$ cat src/include/adc_pkt_cfg.svh
// Register offsets, field positions, reset values and counts of the sample packetiser
`ifndef ADC_PKT_CFG_SVH
`define ADC_PKT_CFG_SVH
// ==========================================================
// Converter registers, reached over the link
`define DEV_IN_LAST      6'h1C
`define DEV_GEN_CTRL     6'h20
`define IN_EN_BIT        0
`define IN_DEST_LSB      8
`define GEN_EN_BIT       0
`define GEN_CAL_BIT      1
`define GEN_SPP_LSB      8
`define GEN_WIDTH_LSB    16
`define GEN_DROP_BIT     24
`define SPP_RST          8'h01
`define WIDTH_RST        2'h1
`define DROP_RST         1'b1
`define WIDTH_8          2'h0
`define WIDTH_16         2'h1
`define WIDTH_RSVD       2'h2
`define WIDTH_32         2'h3
`define WARMUP_PULSES    3'h6
// ==========================================================
// Controller registers, reached over APB
`define CTL_DADDR        8'h00
`define CTL_WDATA        8'h04
`define CTL_CMD          8'h08
`define CTL_RDATA        8'h0C
`define CTL_STATUS       8'h10
`define CTL_MASK         8'h14
`define CTL_RX           8'h18
`define CTL_RXDEST       8'h1C
`define CMD_GO_BIT       0
`define CMD_WR_BIT       1
`define CMD_TRIG_BIT     2
`define ST_DONE_BIT      0
`define ST_PEND_BIT      1
`define ST_BYTE_BIT      2
`endif

$ cat src/include/adc_pkt_pkg.sv
// Types shared by both ends of the sample link
`default_nettype none
package adc_pkt_pkg;
    typedef enum logic [1:0] {PH_IDLE, PH_CONV, PH_SEND} phase_t;

    typedef struct packed {
        logic [7:0][23:0] in_dest;
        logic [7:0]       in_en;
        logic             en;
        logic             cal;
        logic [7:0]       spp;
        logic [1:0]       width;
        logic             dropped;
        logic [2:0]       warm;
        logic [7:0]       pend;
        logic [7:0]       close;
        logic [7:0]       open;
        logic             close_req;
        logic [7:0][7:0]  cnt;
        phase_t           phase;
        logic [2:0]       cur;
        logic [31:0]      word;
        logic [2:0]       bleft;
        logic             last;
        logic             reg_ack;
        logic [31:0]      reg_rdata;
        logic             pkt_valid;
        logic [7:0]       pkt_data;
        logic [23:0]      pkt_dest;
        logic             pkt_end;
        logic             pkt_token;
    } dev_state_t;

    typedef struct packed {
        logic [5:0]  dev_addr;
        logic [31:0] dev_wdata;
        logic [31:0] dev_rdata;
        logic        req;
        logic        wr;
        logic        trig;
        logic [2:0]  status;
        logic [2:0]  mask;
        logic [7:0]  rx_byte;
        logic        rx_end;
        logic        rx_tok;
        logic        rx_full;
        logic [23:0] rx_dest;
        logic        pkt_ready;
        logic        pready;
        logic [31:0] prdata;
        logic        pslverr;
        logic        irq;
    } ctl_state_t;
endpackage
`default_nettype wire

$ cat src/include/adc_link_if.sv
// Link between the converter packetiser and its controller
`timescale 1ns/1ps
`default_nettype none
interface adc_link_if;
    logic        trig;
    logic        reg_req;
    logic        reg_wr;
    logic [5:0]  reg_addr;
    logic [31:0] reg_wdata;
    logic        reg_ack;
    logic [31:0] reg_rdata;
    logic        pkt_valid;
    logic [7:0]  pkt_data;
    logic [23:0] pkt_dest;
    logic        pkt_end;
    logic        pkt_token;
    logic        pkt_ready;

    modport dev (input trig, reg_req, reg_wr, reg_addr, reg_wdata, pkt_ready,
                 output reg_ack, reg_rdata, pkt_valid, pkt_data, pkt_dest, pkt_end, pkt_token);
    modport ctl (output trig, reg_req, reg_wr, reg_addr, reg_wdata, pkt_ready,
                 input reg_ack, reg_rdata, pkt_valid, pkt_data, pkt_dest, pkt_end, pkt_token);
endinterface
`default_nettype wire

$ cat src/hdl/sample_shaper.sv
// Left-aligns one conversion result into the selected sample width
`timescale 1ns/1ps
`default_nettype none
`include "adc_pkt_cfg.svh"
module sample_shaper (
    input  wire logic [1:0]  width,
    input  wire logic [11:0] value,
    output logic      [31:0] word,
    output logic      [2:0]  nbytes
);
    always_comb begin
        unique case (width)
            `WIDTH_8: begin
                word   = {value[11:4], 24'h000000};
                nbytes = 3'h1;
            end
            `WIDTH_32: begin
                word   = {value, 20'h00000};
                nbytes = 3'h4;
            end
            // Reserved code never reaches here; it is refused at write time
            default: begin
                word   = {value, 4'h0, 16'h0000};
                nbytes = 3'h2;
            end
        endcase
    end
endmodule // sample_shaper
`default_nettype wire

$ cat src/hdl/adc_packet_device.sv
// Converter end: control registers, warm-up gating and sample packetiser
// ==========================================================
//
// Decided for this implementation: register access over the link, not an APB slave port.
`timescale 1ns/1ps
`default_nettype none
`include "adc_pkt_cfg.svh"
module adc_packet_device (
    input  wire logic        pclk,
    input  wire logic        presetn,
    adc_link_if.dev          link,
    input  wire logic [11:0] conv_data,
    output logic      [2:0]  conv_sel,
    output logic             cal_ref,
    output logic             conv_enable
);
    adc_pkt_pkg::dev_state_t s_r;
    adc_pkt_pkg::dev_state_t s_nxt;
    logic [31:0]             shaped;
    logic [2:0]              shaped_n;
    logic                    out_free;
    logic [2:0]              idx;

    // Lowest set bit; inputs are served in ascending order
    function automatic logic [2:0] first_set(input logic [7:0] m);
        logic [2:0] r;
        r = 3'h0;
        for (int i = 7; i >= 0; i--) begin
            if (m[i]) begin
                r = 3'(i);
            end
        end
        return r;
    endfunction

    sample_shaper u_shaper (
        .width  (s_r.width),
        .value  (conv_data),
        .word   (shaped),
        .nbytes (shaped_n)
    );

    // ==========================================================
    // Next state
    always_comb begin
        s_nxt    = s_r;
        idx      = link.reg_addr[4:2];
        s_nxt.reg_ack = 1'b0;
        out_free = !s_r.pkt_valid || link.pkt_ready;
        if (s_r.pkt_valid && link.pkt_ready) begin
            s_nxt.pkt_valid = 1'b0;
        end

        // ==========================================================
        // Packet sequencer
        unique case (s_r.phase)
            adc_pkt_pkg::PH_IDLE: begin
                if (s_r.close_req) begin
                    // An access ends every open packet with a bare end token
                    s_nxt.close     = s_r.close | s_r.open;
                    s_nxt.open      = 8'h00;
                    s_nxt.cnt       = '0;
                    s_nxt.close_req = 1'b0;
                end else if (s_r.close != 8'h00) begin
                    if (out_free) begin
                        s_nxt.close[first_set(s_r.close)] = 1'b0;
                        s_nxt.pkt_valid = 1'b1;
                        s_nxt.pkt_token = 1'b1;
                        s_nxt.pkt_end   = 1'b1;
                        s_nxt.pkt_data  = 8'h00;
                        s_nxt.pkt_dest  = s_r.in_dest[first_set(s_r.close)];
                    end
                end else if (s_r.pend != 8'h00) begin
                    s_nxt.cur   = first_set(s_r.pend);
                    s_nxt.pend[first_set(s_r.pend)] = 1'b0;
                    s_nxt.phase = adc_pkt_pkg::PH_CONV;
                end
            end
            adc_pkt_pkg::PH_CONV: begin
                // conv_sel has stood one cycle, so conv_data now belongs to cur
                s_nxt.word  = shaped;
                s_nxt.bleft = shaped_n;
                s_nxt.last  = (s_r.spp != 8'h00)
                              && (8'(s_r.cnt[s_r.cur] + 8'h01) == s_r.spp);
                s_nxt.cnt[s_r.cur] = s_nxt.last ? 8'h00 : 8'(s_r.cnt[s_r.cur] + 8'h01);
                s_nxt.phase = adc_pkt_pkg::PH_SEND;
            end
            adc_pkt_pkg::PH_SEND: begin
                if (out_free) begin
                    s_nxt.pkt_valid = 1'b1;
                    s_nxt.pkt_token = 1'b0;
                    s_nxt.pkt_data  = s_r.word[31:24];
                    s_nxt.pkt_dest  = s_r.in_dest[s_r.cur];
                    s_nxt.pkt_end   = s_r.last && (s_r.bleft == 3'h1);
                    s_nxt.word      = {s_r.word[23:0], 8'h00};
                    s_nxt.bleft     = 3'(s_r.bleft - 3'h1);
                    if (s_r.bleft == 3'h1) begin
                        s_nxt.open[s_r.cur] = !s_r.last;
                        s_nxt.phase         = adc_pkt_pkg::PH_IDLE;
                    end
                end
            end
            // Unused phase code; fall back to idle rather than lock up
            default: begin
                s_nxt.phase = adc_pkt_pkg::PH_IDLE;
            end
        endcase

        // ==========================================================
        // Register access over the link
        // One access at a time; the request seen during the ack cycle is ignored
        if (link.reg_req && !s_r.reg_ack) begin
            s_nxt.reg_ack   = 1'b1;
            s_nxt.close_req = 1'b1;
            s_nxt.reg_rdata = 32'h00000000;
            if (link.reg_addr == `DEV_GEN_CTRL) begin
                s_nxt.reg_rdata[`GEN_EN_BIT]          = s_r.en;
                s_nxt.reg_rdata[`GEN_CAL_BIT]         = s_r.cal;
                s_nxt.reg_rdata[`GEN_SPP_LSB +: 8]    = s_r.spp;
                s_nxt.reg_rdata[`GEN_WIDTH_LSB +: 2]  = s_r.width;
                s_nxt.reg_rdata[`GEN_DROP_BIT]        = s_r.dropped;
                if (link.reg_wr) begin
                    s_nxt.en  = link.reg_wdata[`GEN_EN_BIT];
                    s_nxt.cal = link.reg_wdata[`GEN_CAL_BIT];
                    s_nxt.spp = link.reg_wdata[`GEN_SPP_LSB +: 8];
                    if (!s_r.en && link.reg_wdata[`GEN_EN_BIT]) begin
                        s_nxt.warm = 3'h0;
                    end
                    if (link.reg_wdata[`GEN_WIDTH_LSB +: 2] != `WIDTH_RSVD) begin
                        s_nxt.width = link.reg_wdata[`GEN_WIDTH_LSB +: 2];
                    end
                end else begin
                    s_nxt.dropped = 1'b0;
                end
            end else if (link.reg_addr <= `DEV_IN_LAST && link.reg_addr[1:0] == 2'h0) begin
                s_nxt.reg_rdata[`IN_DEST_LSB +: 24] = s_r.in_dest[idx];
                s_nxt.reg_rdata[`IN_EN_BIT]         = s_r.in_en[idx];
                if (link.reg_wr && !s_r.en) begin
                    s_nxt.in_dest[idx] = link.reg_wdata[`IN_DEST_LSB +: 24];
                    s_nxt.in_en[idx]   = link.reg_wdata[`IN_EN_BIT];
                end
            end
        end

        // ==========================================================
        // Trigger pulses; a drop set here wins over a clear by read
        if (link.trig && s_r.en) begin
            if (s_r.warm != `WARMUP_PULSES) begin
                // Warm-up pulses only count; nothing is queued for sending
                s_nxt.warm = 3'(s_r.warm + 3'h1);
            end else if (s_r.phase != adc_pkt_pkg::PH_IDLE || s_r.pend != 8'h00) begin
                s_nxt.dropped = 1'b1;
            end else begin
                s_nxt.pend = s_r.in_en;
            end
        end
        if (!s_r.en) begin
            s_nxt.pend = 8'h00;
        end
    end

    // ==========================================================
    // State register
    always_ff @(posedge pclk or negedge presetn) begin
        if (!presetn) begin
            s_r         <= '0;
            s_r.spp     <= `SPP_RST;
            s_r.width   <= `WIDTH_RST;
            // Drop flag starts set, so the first read reports it
            s_r.dropped <= `DROP_RST;
            s_r.phase   <= adc_pkt_pkg::PH_IDLE;
        end else begin
            s_r <= s_nxt;
        end
    end

    // ==========================================================
    // Outputs, straight from the state register
    assign link.reg_ack   = s_r.reg_ack;
    assign link.reg_rdata = s_r.reg_rdata;
    assign link.pkt_valid = s_r.pkt_valid;
    assign link.pkt_data  = s_r.pkt_data;
    assign link.pkt_dest  = s_r.pkt_dest;
    assign link.pkt_end   = s_r.pkt_end;
    assign link.pkt_token = s_r.pkt_token;
    assign conv_sel       = s_r.cur;
    assign cal_ref        = s_r.cal;
    assign conv_enable    = s_r.en;
endmodule // adc_packet_device
`default_nettype wire

$ cat src/flat_wrapper.sv
// flat-port wrapper written by rule: the top's interface ports become plain ports
module adc_packet_device_flat 
  (pclk, presetn, conv_data, conv_sel, cal_ref, conv_enable, link_trig, link_reg_req, link_reg_wr, link_reg_addr, link_reg_wdata, link_pkt_ready, link_reg_ack, link_reg_rdata, link_pkt_valid, link_pkt_data, link_pkt_dest, link_pkt_end, link_pkt_token);
  adc_link_if link_i ();
  input  wire logic pclk;
  input  wire logic presetn;
  input  wire logic [11:0] conv_data;
  output logic      [2:0] conv_sel;
  output logic cal_ref;
  output logic conv_enable;
  input wire logic [$bits(link_i.trig)-1:0] link_trig;
  input wire logic [$bits(link_i.reg_req)-1:0] link_reg_req;
  input wire logic [$bits(link_i.reg_wr)-1:0] link_reg_wr;
  input wire logic [$bits(link_i.reg_addr)-1:0] link_reg_addr;
  input wire logic [$bits(link_i.reg_wdata)-1:0] link_reg_wdata;
  input wire logic [$bits(link_i.pkt_ready)-1:0] link_pkt_ready;
  output wire logic [$bits(link_i.reg_ack)-1:0] link_reg_ack;
  output wire logic [$bits(link_i.reg_rdata)-1:0] link_reg_rdata;
  output wire logic [$bits(link_i.pkt_valid)-1:0] link_pkt_valid;
  output wire logic [$bits(link_i.pkt_data)-1:0] link_pkt_data;
  output wire logic [$bits(link_i.pkt_dest)-1:0] link_pkt_dest;
  output wire logic [$bits(link_i.pkt_end)-1:0] link_pkt_end;
  output wire logic [$bits(link_i.pkt_token)-1:0] link_pkt_token;
  assign link_i.trig = link_trig;
  assign link_i.reg_req = link_reg_req;
  assign link_i.reg_wr = link_reg_wr;
  assign link_i.reg_addr = link_reg_addr;
  assign link_i.reg_wdata = link_reg_wdata;
  assign link_i.pkt_ready = link_pkt_ready;
  assign link_reg_ack = link_i.reg_ack;
  assign link_reg_rdata = link_i.reg_rdata;
  assign link_pkt_valid = link_i.pkt_valid;
  assign link_pkt_data = link_i.pkt_data;
  assign link_pkt_dest = link_i.pkt_dest;
  assign link_pkt_end = link_i.pkt_end;
  assign link_pkt_token = link_i.pkt_token;
  adc_packet_device u_core (.pclk(pclk), .presetn(presetn), .link(link_i), .conv_data(conv_data), .conv_sel(conv_sel), .cal_ref(cal_ref), .conv_enable(conv_enable));
endmodule
$ cat config.mk
export PLATFORM = sky130hd
export DESIGN_NAME = adc_packet_device_flat
export DESIGN_NICKNAME = d
export VERILOG_FILES = /design/src/include/adc_pkt_pkg.sv /design/src/include/adc_link_if.sv /design/src/hdl/sample_shaper.sv /design/src/hdl/adc_packet_device.sv /design/src/flat_wrapper.sv
export VERILOG_INCLUDE_DIRS = /design/src /design/src/include
export SDC_FILE = /design/constraint.sdc
export NUM_CORES = 1
export LEC_CHECK = 0
export BUFFER_PORTS_ARGS = -buffer_cell sky130_fd_sc_hd__buf_2
export CELL_PAD_IN_SITES_DETAIL_PLACEMENT = 2
export CELL_PAD_IN_SITES_GLOBAL_PLACEMENT = 2
export CORE_ASPECT_RATIO = 1.75
export CORE_MARGIN = 8
export CORE_UTILIZATION = 44
export DETAILED_ROUTE_END_ITERATION = 12
export PLACE_DENSITY = 0.82
export SLEW_MARGIN = 25
export SYNTH_ARGS = -nofsm -noshare
export SYNTH_HDL_FRONTEND = slang
export SYNTH_SLANG_ARGS = --single-unit
$ cat constraint.sdc
create_clock -name pclk -period 7.55 [get_ports pclk]
set_input_delay 1.1325 -clock pclk [delete_from_list [all_inputs] [get_ports pclk]]
set_output_delay 1.1325 -clock pclk [all_outputs]
set_load 0.02 [all_outputs]
**Yosys cells after proc, flatten, opt, wreduce, memory -nomap -nowiden**

Index checks and enable logic that the tools add are counted.

- Input bits: 56
- Output and inout bits: 73
- Word-level logic and storage cells: 218
- Register bits after elaboration: 408

- Magnitude comparators: 9
- Bitwise logic cells: 8
- Reductions and logical operators: 41
- Equality and inequality tests: 16
- Mux-type cells: 102
- $add $sub $neg: 3

Operators with widths:

| kind | count |
|---|---|
| $bmux 24 s3 | 3 |
| $bwmux 192 | 1 |
| $mux 35 | 5 |
| $mux 24 | 6 |
| $pmux 35 s2 | 2 |
| $pmux 64 s2 | 1 |
| $mux 8 | 14 |
| $mux 3 | 27 |
| $mux 73 | 1 |
| $demux 24 s3 | 1 |
| $bwmux 64 | 1 |
| $mux 33 | 1 |
| $bmux 8 s3 | 1 |
| $demux 8 s3 | 1 |
| $reduce_bool 8->1 | 3 |
| $and 8x8->8 | 2 |
| $bwmux 8 | 2 |
| $lt 3x4->1 const B | 4 |
| $mux 16 | 1 |
| $not 8->8 | 2 |
| $pmux 8 s2 | 1 |
| $reduce_and 4->1 | 4 |
| $mux 1 | 15 |
| $mux 5 | 3 |
| 33 further kinds | 77 |

**Depth between registers and ports, before layout**

Gate-level depths: netlist of run 1.

- Word-level depth: 26
- Mapped depth: 15
- Mapped depth without buffers: 12

**Hierarchy**

From an unflattened synthesis of run 1, not the netlist that was laid out.

- Cell total of the unflattened synthesis: 2,097
- Area, all modules: 21,549.4 um^2

By module, submodules not included:

| module | cells an instance | sequential area each (um^2) | instances | area an instance (um^2) |
|---|---|---|---|---|
| adc_packet_device | 2,060 | 10,213.5 | 1 | 21,277.9 |
| sample_shaper | 37 | 0.0 | 1 | 271.5 |

**Worst setup path after synthesis of run 1**

Ideal clock, no wire load.

- Kind: register to register
- Start point: reg u_core.s_r, in the netlist u_core.conv_sel[2]
- End point: reg u_core.s_r[166] in the netlist's numbering
- Cell stages (with the launch flop): 14
- Required time: 7.431 ns
- Path slack: 4.053 ns
- Clock period less this slack: 3.497 ns
- Buffers on the path: 2
- Setup time: 0.119 ns
- Data arrival time: 3.378 ns
- Cell sequence: dfrtp_1 -> mux2_2 -> a22o_1 -> a211oi_2 -> clkinv_1 -> ha_1 -> xnor2_1 -> xor2_1 -> nor3_1 -> nand4b_1 -> a21oi_2 -> buf_6 -> buf_8 -> o21ai_2

- Word-level cells in the longest chain between the ends: 8
- Elaborated cells between the ends (all ways): 13
- Classes of those cells: add/sub: 1; order compare: 2; eq/ne: 1; mux: 7; reduce/logical: 2

RTL lines:

| what | line | RTL |
|---|---|---|
| start, declared | adc_packet_device.sv:17 | `adc_pkt_pkg::dev_state_t s_r;` |
| start signal, assigned | adc_packet_device.sv:173 | `s_r <= s_nxt;` |
| $bmux 8 s3 | adc_packet_device.sv:84, adc_packet_device.sv:85 |  |
| $mux 8 (implied by the code) | adc_packet_device.sv:84, adc_packet_device.sv:85 |  |
| $add 8x1->8 | adc_packet_device.sv:84, adc_packet_device.sv:85 |  |
| $eq 8x8->1 | adc_packet_device.sv:84 | `&& (8'(s_r.cnt[s_r.cur] + 8'h01) == s_r.spp);` |
| $logic_and 1x1->1 | adc_packet_device.sv:84 |  |
| $mux 8 | adc_packet_device.sv:85 | `s_nxt.cnt[s_r.cur] = s_nxt.last ? 8'h00 : 8'(s_r.cnt[s_r.cur] + 8'h01);` |
| $bwmux 64 * | adc_packet_device.sv:85 |  |
| $pmux 64 s2 * | adc_packet_device.sv:56 | `unique case (s_r.phase)` |

Every way passes the cells marked *; elsewhere a longest branch is shown, timed or not. The select of a mux whose other input is x is not followed.
A chain may end at the register's enable or synchronous reset.

**Worst setup path in the final report of run 1**

- Start point: reg u_core.s_r, in the netlist u_core.conv_sel[2]
- End point: reg u_core.s_r[149] in the netlist's numbering

Same word-level chain as after synthesis.

==> results of run 1 <==
[metal layers]
metal  wire, um  GRT usage  up-vias
met2      42780     0.5434      707
met3       4653    0.05103      328
li1           -          -     7265
met1      29650     0.3203     9160
met4       5810     0.2040        2
met5         13          0        -
[state kept, by name (all words and copies together), names as in the netlist, 3 cells and up]
| name | flops |
|---|---|
| u_core.s_r | 321 |
| u_core.link.reg_rdata | 26 |
| u_core.conv_sel | 3 |
| u_core.link.pkt_dest | 24 |
| u_core.link.pkt_data | 8 |
[critical path: cells and delay by family (launching register included)]
| kind | cells | cell delay [ps] |
|---|---|---|
| muxes | 1 | 250 |
| adders and majority gates | 1 | 340 |
| xor gates and xnor gates | 2 | 950 |
| and+or+nand+nor | 2 | 540 |
| buffers and inverters | 3 | 1080 |
| AOI/OAI and AO/OA | 4 | 1300 |
| DFF | 1 | 450 |
[metrics by stage]
| step | instance area [um2] | setup slack, ps | utilization |
|---|---|---|---|
| floorplan | 20820 | 4053 | - |
| global placement | 21470 | 2350 | 0.4590 |
| detailed placement | 21490 | 2325 | 0.4596 |
| CTS | 22910 | 2484 | 0.4898 |
| global route | 22920 | 2182 | 0.4900 |
| finish | 22920 | 2465 | 0.4900 |
[power breakdown]
group / switching, W / internal (W)
combinational: 0.00156 / 0.000693
sequential: 0.000215 / 0.00227
clock: 0.000886 / 0.00129
[cell families (layout without fill, tap and decap cells)]
group,Yosys count,in the layout
muxes,311,311
buffers and inverters,241,250
xor gates and xnor gates,17,17
DFF,388,388
adders and majority gates,7,7
other,1,9
and+or+nand+nor,544,544
AOI/OAI and AO/OA,485,485
[cell type report]
class	instances	area, um2	area share
Clock buffer	61	1264	0.05514
Timing Repair Buffer	162	970.9	0.04237
Inverter	19	71.32	0.003112
Antenna cell	3	7.507	0.0003276
Sequential cell	388	9717	0.4240
Multi-Input combinational cell	1370	10000	0.4365
Clock inverter	8	147.6	0.006442
Tap cell	588	735.7	0.03210
[worst paths after layout]
kind,startpoint,to,depth (start not counted)
max,u_core.conv_sel[2],u_core.s_r[149],13
min,u_core.link.pkt_data[7],u_core.link.pkt_data[7],1
max reg2reg,u_core.conv_sel[2],u_core.s_r[149],13
min reg2reg,u_core.link.pkt_data[7],u_core.link.pkt_data[7],1
max in group asynchronous,presetn,u_core.s_r[400],2
min in group asynchronous,presetn,u_core.s_r[103],1
[placed cells by master (no fill, tap or decap), types with 11 or more instances in the layout]
master	instances
mux2_2	233
buf_4	45
o21ai_0	103
and3_1	43
o31ai_1	40
nor2b_1	12
a21oi_1	67
clkbuf_8	12
nor3_1	13
o22ai_1	64
nor2_1	83
mux4_2	31
a31oi_1	17
a22oi_1	51
a22o_1	33
dfrtp_1	382
a221oi_1	24
o221ai_1	12
a221o_1	11
nand2_1	228
clkbuf_16	43
nand3_1	101
mux2i_1	46
inv_1	17
buf_2	114
==> results by group, run 1 <==
Logic synthesis
  • Largest family of logic cells by synthesized area: multiplexers
  • Synthesized cell area: 20800 um2
  • Top_reg_cell synth: dfrtp_1
  • Post-synthesis instance total: 1994
  • Mux contribution to synthesized area: 0.1824
  • Fraction of the mapped netlist area in simple logic gates: 0.1208
  • Synthesized area per cell: 10.43 um2
  • Count leader, synth: dfrtp_1
  • Netlist cell types: 71
  • Ranking of synthesized cells by area: dfrtp_1 46%, mux2_2 13%, nand2_1 4.2%
  • FF+latch count, synth: 388
  • Post-Synth XOR/XNOR Area: 0.009265
  • Post-synth EDFFs: 0
  • Most frequent cells after synthesis: 385 x dfrtp_1, 233 x mux2_2, 230 x nand2_1
  • Post-synthesis compound-gate area fraction: 0.1582
  • Synth top area share: 0.4633
  • Fraction of registers with async set or reset after synthesis: 1.000
  • Yosys top cell by area: dfrtp_1
  • Post-synthesis sequential area ratio: 0.4671
  • Yosys warnings: 0
  • Adder-Cell Fraction of Synth Area: 0.004212

Power and ir drop
  • Power consumption: 0.006921 W
  • Pwr dens: 302.0 nW/um2
  • Leakage: 10.27 nW
  • Maximum VDD drop: 0.0002386 V

Placement
  • # port buffers: 116
  • Placed Instances: 2527
  • Post-DP HPWL: 51350 um
  • RD Place Congestion: 0.8123

Timing
  • Setup violators final: 0
  • Final Hold Fails: 0
  • Clk_skew: 13.61 ps
  • Setup TNS: 0 ps
  • Final worst path period share: 0.6735
  • Pins Over Slew Limit: 0
  • Rel. slew slack: 0.2868
  • Max Clock Freq: 196.7 MHz
  • RSZ-0062 raised after global routing: false
  • Hold WS: 493.8 ps
  • Worst Tran Pin Value: 1067 ps
  • Tmin final: 5085 ps

Hold path
  • HP Class: reg2reg

Die
  • Total die area: 54750 um2
  • Initial core utilization: 0.4446
  • Std cell rows: 105
  • DIE WIDTH: 180.3 um
  • Die span in y: 303.6 um
  • Core area: 46770 um2
  • I/O pins: 129

Critical path
  • Crit-path slowest cell: xnor2_1
  • CP required: 7960 ps
  • Max incr delay on CP: 810 ps
  • Flop-to-flop setup slack: 2470 ps
  • Crit. End Element: register
  • Critical path class: reg2reg
  • Worst path most repeated cell: buf_4
  • WP data arrival: 5490 ps
  • Crit-path cells: buf_4 -> mux2i_1 -> o2bb2ai_1 -> a211oi_2 -> clkinv_1 -> ha_1 -> xnor2_1 -> xor2_1 -> nor3_1 -> nand4b_1 -> a21oi_4 -> buf_4 -> o31ai_1
  • CP max FO: 22
  • Startpoint Class: register

Drt
  • Initial DRC count: 1381
  • DR DRC count: 0
  • Wirelength per Cell: 31.90 um
  • DR pass1 iterations: 6
  • Post-DRT Antenna Nets: 0
  • Vias per inst: 6.719
  • DR vias: 17460
  • Final wirelength: 82900 um

Status
  • Outcome: finished, final reports clean

Clock tree
  • H-tree level count: 2
  • CTS Root Cell: clkbuf_16
  • CTS tree: built
  • CTS Hold Bufs: 0
  • Skew-Pair Late Insertion Delay: 570 ps
  • CTS buffer count: 41
  • Setup Buffers After CTS: 0
  • PostCTS Resize Cnt: 0
  • Clock-pin slew on the worst setup and hold paths: 70 ps
  • Sink Count: 388
  • Clock Path Buffers: 3

Final layout
  • Filler cells: 4782
  • Share of layout cells above drive strength 1: 0.2664
  • Area Growth Syn to Fin: 10.20%
  • Non-Filler Instances: 2599
  • Nets: 2045

Global route
  • GRT overflow: 0
  • Global-route wire length before repair: 126300 um
  • Largest net degree at the start of global routing: 141
  • Number of antenna violations at the first check in global routing: 4
  • GR Util All Layers: 0.3012
  • Vias in the first global route: 20000

Run
  • Max-Cap Viols: 0
Power figures use the tool's default switching activity.
==> run 2, diff against run 1 <==
ABC_AREA = 1   (was not set)
CORE_UTILIZATION = 37   (was 44)
PLACE_DENSITY = 0.77   (was 0.82)
clock period = 5.2 ns   (was 7.55 ns; I/O delays follow)
==> results by group, run 2 <==
Logic synthesis
  • Synthesized area per cell: 7.823 um2
  • Ranking of synthesized cells by area: dfrtp_1 48%, nand2_1 14%, o21ai_0 8.7%
  • Netlist cell types: 45
  • Yosys warnings: 0
  • Synthesized cell area: 20230 um2
  • Post-synth EDFFs: 0
  • Count leader, synth: nand2_1
  • Top_reg_cell synth: dfrtp_1
  • FF+latch count, synth: 388
  • Fraction of registers with async set or reset after synthesis: 1.000
  • Post-synthesis instance total: 2586
  • Synth top area share: 0.4762
  • Yosys top cell by area: dfrtp_1
  • Most frequent cells after synthesis: 733 x nand2_1, 385 x dfrtp_1, 352 x o21ai_0
  • Post-synthesis sequential area ratio: 0.4801

Clock tree
  • H-tree level count: 2
  • CTS Root Cell: clkbuf_16
  • Skew-Pair Late Insertion Delay: 570 ps
  • Clock Path Buffers: 3
  • Clock-pin slew on the worst setup and hold paths: 60 ps
  • PostCTS Resize Cnt: 0
  • Setup Buffers After CTS: 0
  • Sink Count: 388
  • CTS tree: built
  • CTS Hold Bufs: 0
  • CTS buffer count: 41

Final layout
  • Filler cells: 6213
  • Largest Register: u_core.s_r
  • FF+latch area: 9713 um2
  • Nets: 2661
  • Area Growth Syn to Fin: 11.63%
  • Most frequent cells in the layout: 725 x nand2_1, 385 x dfrtp_1, 352 x o21ai_0
  • Commonest non-fill, non-tap cell in the layout: nand2_1
  • Share of layout cells above drive strength 1: 0.1065
  • Max FFs per register: 321
  • Final core occ: 0.4170
  • Post-route cell area: 22580 um2
  • Area of the multi-input gates: 8696 um2

Timing
  • Final Hold Fails: 0
  • Setup TNS: 0 ps
  • Hold WS: 65.86 ps
  • Worst Tran Pin Value: 1055 ps
  • Tmin final: 3958 ps
  • Pins Over Slew Limit: 0
  • Final worst path period share: 0.7611
  • RSZ-0062 raised after global routing: false
  • Rel. slew slack: 0.2941
  • Max Clock Freq: 252.7 MHz
  • Setup violators final: 0
  • Clk_skew: 22.44 ps

Die
  • Core area: 54150 um2
  • Std cell rows: 113
  • Initial core utilization: 0.3736
  • DIE WIDTH: 192.8 um
  • Die span in y: 325.3 um
  • I/O pins: 129
  • Total die area: 62710 um2

Critical path
  • WP data arrival: 4390 ps
  • Critical path class: reg2reg
  • Crit. End Element: register
  • CP max FO: 65
  • Reg2Reg Launch Point: u_core.conv_sel[1]
  • Depth of the most critical reg-to-reg path: 16
  • RR Endpoint: u_core.s_r[125]
  • CP required: 5640 ps
  • Startpoint Class: register
  • Flop-to-flop setup slack: 1240 ps

Power and ir drop
  • Leakage: 10.71 nW
  • Power consumption: 0.01155 W
  • Maximum VDD drop: 0.0003639 V
  • Pwr dens: 511.3 nW/um2

Drt
  • Initial DRC count: 1168
  • Met2 wire length: 46390 um
  • Wirelength per Cell: 27.23 um
  • DR vias: 19850
  • Met3 Wirelength: 4363 um
  • DR pass1 iterations: 5
  • Final wirelength: 90400 um
  • Post-DRT Antenna Nets: 0
  • Metal-1 WL: 34160 um
  • Uppermost routed layer: met5
  • Vias per inst: 5.979
  • DR DRC count: 0

Placement
  • RD Place Congestion: 0.8506
  • # port buffers: 116
  • Cell Area, Placed: 21120 um2
  • Post-DP HPWL: 59710 um

Global route
  • Vias in the first global route: 22290
  • Largest net degree at the start of global routing: 112
  • GRT overflow: 0
  • Number of antenna violations at the first check in global routing: 2
  • Global-route wire length before repair: 136800 um
  • GR Util All Layers: 0.2850

Run
  • Max-Cap Viols: 0

Status
  • Outcome: finished, final reports clean

Hold path
  • HP Class: in2async
==> run 2: cell count changes in the layout (fill, tap and decap cells not counted), moves of 31 or more <==
cell and delta:
mux4_2 -31, mux2_2 -233, inv_1 +174, nor2_1 +82, and3_1 -43, nand3_1 +38, nand2_1 +497, a22o_1 -31
o21ai_0 +249, mux2i_1 -46
==> run 2: worst max-delay path by stage <==
stage | startpoint | end | slack [ps] | cells after the start
after CTS | u_core.conv_sel[1] | u_core.s_r[115] | 1260 | 16
after detailed placement | u_core.conv_sel[1] | u_core.s_r[167] | 1310 | 16
after global placement | u_core.conv_sel[1] | u_core.s_r[171] | 1490 | 16
after global routing | u_core.conv_sel[1] | u_core.s_r[68] | 1060 | 15
final | u_core.conv_sel[1] | u_core.s_r[125] | 1240 | 16
after floorplan | u_core.conv_sel[0] | u_core.s_r[171] | 2510 | 21
==> run 2: cell families (layout without fill, tap and decap cells) <==
family                   Yosys count  in the layout  synth area share
AO/OA/AOI/OAI                    682            682            0.2020
XOR/XNOR                           1              1          0.001113
adder cells (fa/ha/maj)            7              7          0.004329
buffers and inverters            414            452           0.09401
flip-flops                       388            388            0.4801
other                              1              7         0.0001854
AND/OR/NAND/NOR                 1093           1093            0.2182
==> run 2: layout make-up <==
cell class | instances | share of cell area
flip-flops and latches | 388 | 0.4301
multi-input cells | 1789 | 0.3851
clock buffers | 61 | 0.05408
inverters | 205 | 0.03419
clock inverters | 13 | 0.008865
diodes | 1 | 0.0001108
well taps | 690 | 0.03823
repair buffers | 173 | 0.04931
==> run 2: per-layer routing <==
| layer | global-route usage | vias to the layer above |
|---|---|---|
| met1 | 0.3174 | 10260 |
| met4 | 0.1541 | 2 |
| met5 | 0 | - |
| li1 | - | 8672 |
| met2 | 0.5127 | 648 |
| met3 | 0.03584 | 269 |
==> run 2: critical path, stage by stage, from the launching register on <==
cell     delay, ps
dfrtp_1        810
inv_2          240
nand2_1        200
nor3_1          80
nor2_1         180
nand2_4        130
ha_1           700
nor2_1         110
nor2_1         140
nand2_1         70
nor2_1         100
nand3_1        100
nor2_1         190
nand4_1        110
buf_4          350
nand3_1        180
nand2_1         70
==> run 2: power by group <==
group	switching, W	internal (W)	total (W)	leakage [nW]
Sequential	0.000235	0.00330	0.00353	5.29
Combinational	0.00360	0.00121	0.00481	4.72
Clock	0.00133	0.00187	0.00320	0.700
==> run 2: metrics by stage <==
step                      setup WS (ps)  instances
after detailed placement           1310       3244
after global routing               1062       3320
final                              1242       3320
after CTS                          1260       3318
after floorplan                    2507       2591
after global placement             1486       3244
==> run 3, diff against run 2 <==
ABC_AREA = 0   (was 1)
PLACE_DENSITY = 0.73   (was 0.77)
clock period = 3.4 ns   (was 5.2 ns; I/O delays follow)
==> results by group, run 3 (synthesis results as in run 1) <==
Status
  • Outcome: finished, final reports clean

Clock tree
  • Skew-Pair Late Insertion Delay: 580 ps
  • Clock-pin slew on the worst setup and hold paths: 70 ps
  • CTS tree: built
  • Clock Path Buffers: 3
  • CTS Root Cell: clkbuf_16
  • H-tree level count: 2
  • CTS buffer count: 40
  • Sink Count: 388

Critical path
  • Reg2Reg Launch Point: u_core.conv_sel[0]
  • RR Endpoint: u_core.s_r[145]
  • Launch point of the worst path: u_core.conv_sel[0]
  • CP max FO: 26
  • Depth of the most critical reg-to-reg path: 12
  • Crit. End Element: register
  • Critical path class: reg2reg
  • WP data arrival: 3700 ps
  • CP required: 3840 ps
  • Flop-to-flop setup slack: 140 ps
  • Startpoint Class: register

Timing
  • Final worst path period share: 0.9581
  • Final Hold Fails: 0
  • Hold WS: 148.9 ps
  • Clk_skew: 21.51 ps
  • Rel. slew slack: 0.3737
  • Worst Tran Pin Value: 938.4 ps
  • RSZ-0062 raised after global routing: false
  • Max Clock Freq: 307.0 MHz
  • Tmin final: 3258 ps
  • Setup violators final: 0
  • Pins Over Slew Limit: 0

Final layout
  • FF+latch area: 9717 um2
  • Share of layout cells above drive strength 1: 0.2904
  • Final core occ: 0.4212
  • Area Growth Syn to Fin: 13.09%
  • Filler cells: 5880
  • Nets: 2108
  • # diodes: 0
  • Max FFs per register: 321
  • Commonest non-fill, non-tap cell in the layout: dfrtp_1
  • Area of the multi-input gates: 10020 um2
  • Most frequent cells in the layout: 382 x dfrtp_1, 233 x mux2_2, 229 x nand2_1
  • Largest Register: u_core.s_r

Hold path
  • WHS Endpoint: u_core.s_r[99]
  • HP Class: in2reg
  • Min-delay src: conv_data[7]
  • Hold depth: 3

Placement
  • Post-DP HPWL: 56700 um
  • # port buffers: 116
  • RD Place Congestion: 0.8434

Die
  • Initial core utilization: 0.3725
  • Core area: 55830 um2
  • Total die area: 64350 um2
  • DIE WIDTH: 195.2 um
  • I/O pins: 129
  • Std cell rows: 115
  • Die span in y: 329.6 um

Drt
  • DR vias: 17350
  • Initial DRC count: 925
  • DR pass1 iterations: 7
  • Post-DRT Antenna Nets: 0
  • Wirelength per Cell: 30.02 um
  • Vias per inst: 6.252
  • Final wirelength: 83310 um
  • DR DRC count: 0

Global route
  • Number of antenna violations at the first check in global routing: 2
  • Global-route wire length before repair: 126700 um
  • Largest net degree at the start of global routing: 78
  • Vias in the first global route: 19720
  • GRT overflow: 0
  • GR Util All Layers: 0.2575

Run
  • Max-Cap Viols: 0

Power and ir drop
  • Power consumption: 0.01500 W
  • Maximum VDD drop: 0.0008199 V
  • Leakage: 10.56 nW
  • Pwr dens: 637.7 nW/um2
run 3: changes by cell type in the layout (fill, tap and decap cells not counted), sizes merged, moves of 44 or more:
cell	change
nor2	-90
inv	-182
o21ai	-237
and3	+44
mux2i	+46
nand2	-508
mux2	+234
buf	+52
run 3: stage by stage:
| step | std cells | setup TNS, ps | setup slack, ps | cell area, um2 |
|---|---|---|---|---|
| 3_3_place_gp | 2700 | 0 | 88.05 | 22160 |
| 3_5_place_dp | 2700 | -1694 | -76.55 | 22160 |
| 6_report | 2775 | 0 | 142.5 | 23520 |
| 2_1_floorplan | 1999 | 0 | 9.053 | 20820 |
| 5_1_grt | 2775 | 0 | 0.6111 | 23520 |
| 4_1_cts | 2772 | 0 | 17.09 | 23470 |
run 3: layer usage:
metal	share of wire	vias to the layer above	GRT usage
met3	0.041	248	0.03671
met5	0.00026	-	0
met4	0.057	4	0.1423
met2	0.52	552	0.4711
met1	0.38	9180	0.2837
li1	-	7365	-
run 3: cell type report:
class | count | share of cell area
multi-input cells | 1370 | 0.4259
clock buffers | 55 | 0.04932
well taps | 702 | 0.03735
inverters | 19 | 0.003086
flip-flops and latches | 388 | 0.4132
clock inverters | 15 | 0.005373
repair buffers | 226 | 0.06576
run 3: report_power, final:
group	leakage (nW)	switching (W)	internal (W)	total, W
combinational	4.66	0.00339	0.00165	0.00503
clock	0.630	0.00199	0.00247	0.00446
sequential	5.28	0.000452	0.00504	0.00550
run 3: timing repair:
action,in CTS,in global routing
endpoints found under the setup margin,62,65
endpoints found under the hold margin,49,0
buffers inserted,1,3
hold buffers,1,0
resized for setup,0,5
pin swaps,1,0
run 3: worst max-delay path by stage:
stage	end	slack, ps	depth (start not counted)
floorplan	u_core.s_r[166]	9	14
global placement	u_core.s_r[133]	90	11
detailed placement	u_core.s_r[153]	-80	11
CTS	u_core.s_r[141]	20	12
global route	u_core.s_r[153]	0.6	12
finish	u_core.s_r[145]	140	12
run 3: worst max-delay path: stages, from the launching register on:
cell and delay (ps):
dfrtp_2 480, buf_4 180, buf_4 140, mux4_2 520, mux2i_2 250, buf_4 180, nor2_1 50, nor4b_4 150
xnor2_2 140, or3b_1 430, a21oi_4 230, buf_12 210, o21ai_0 130
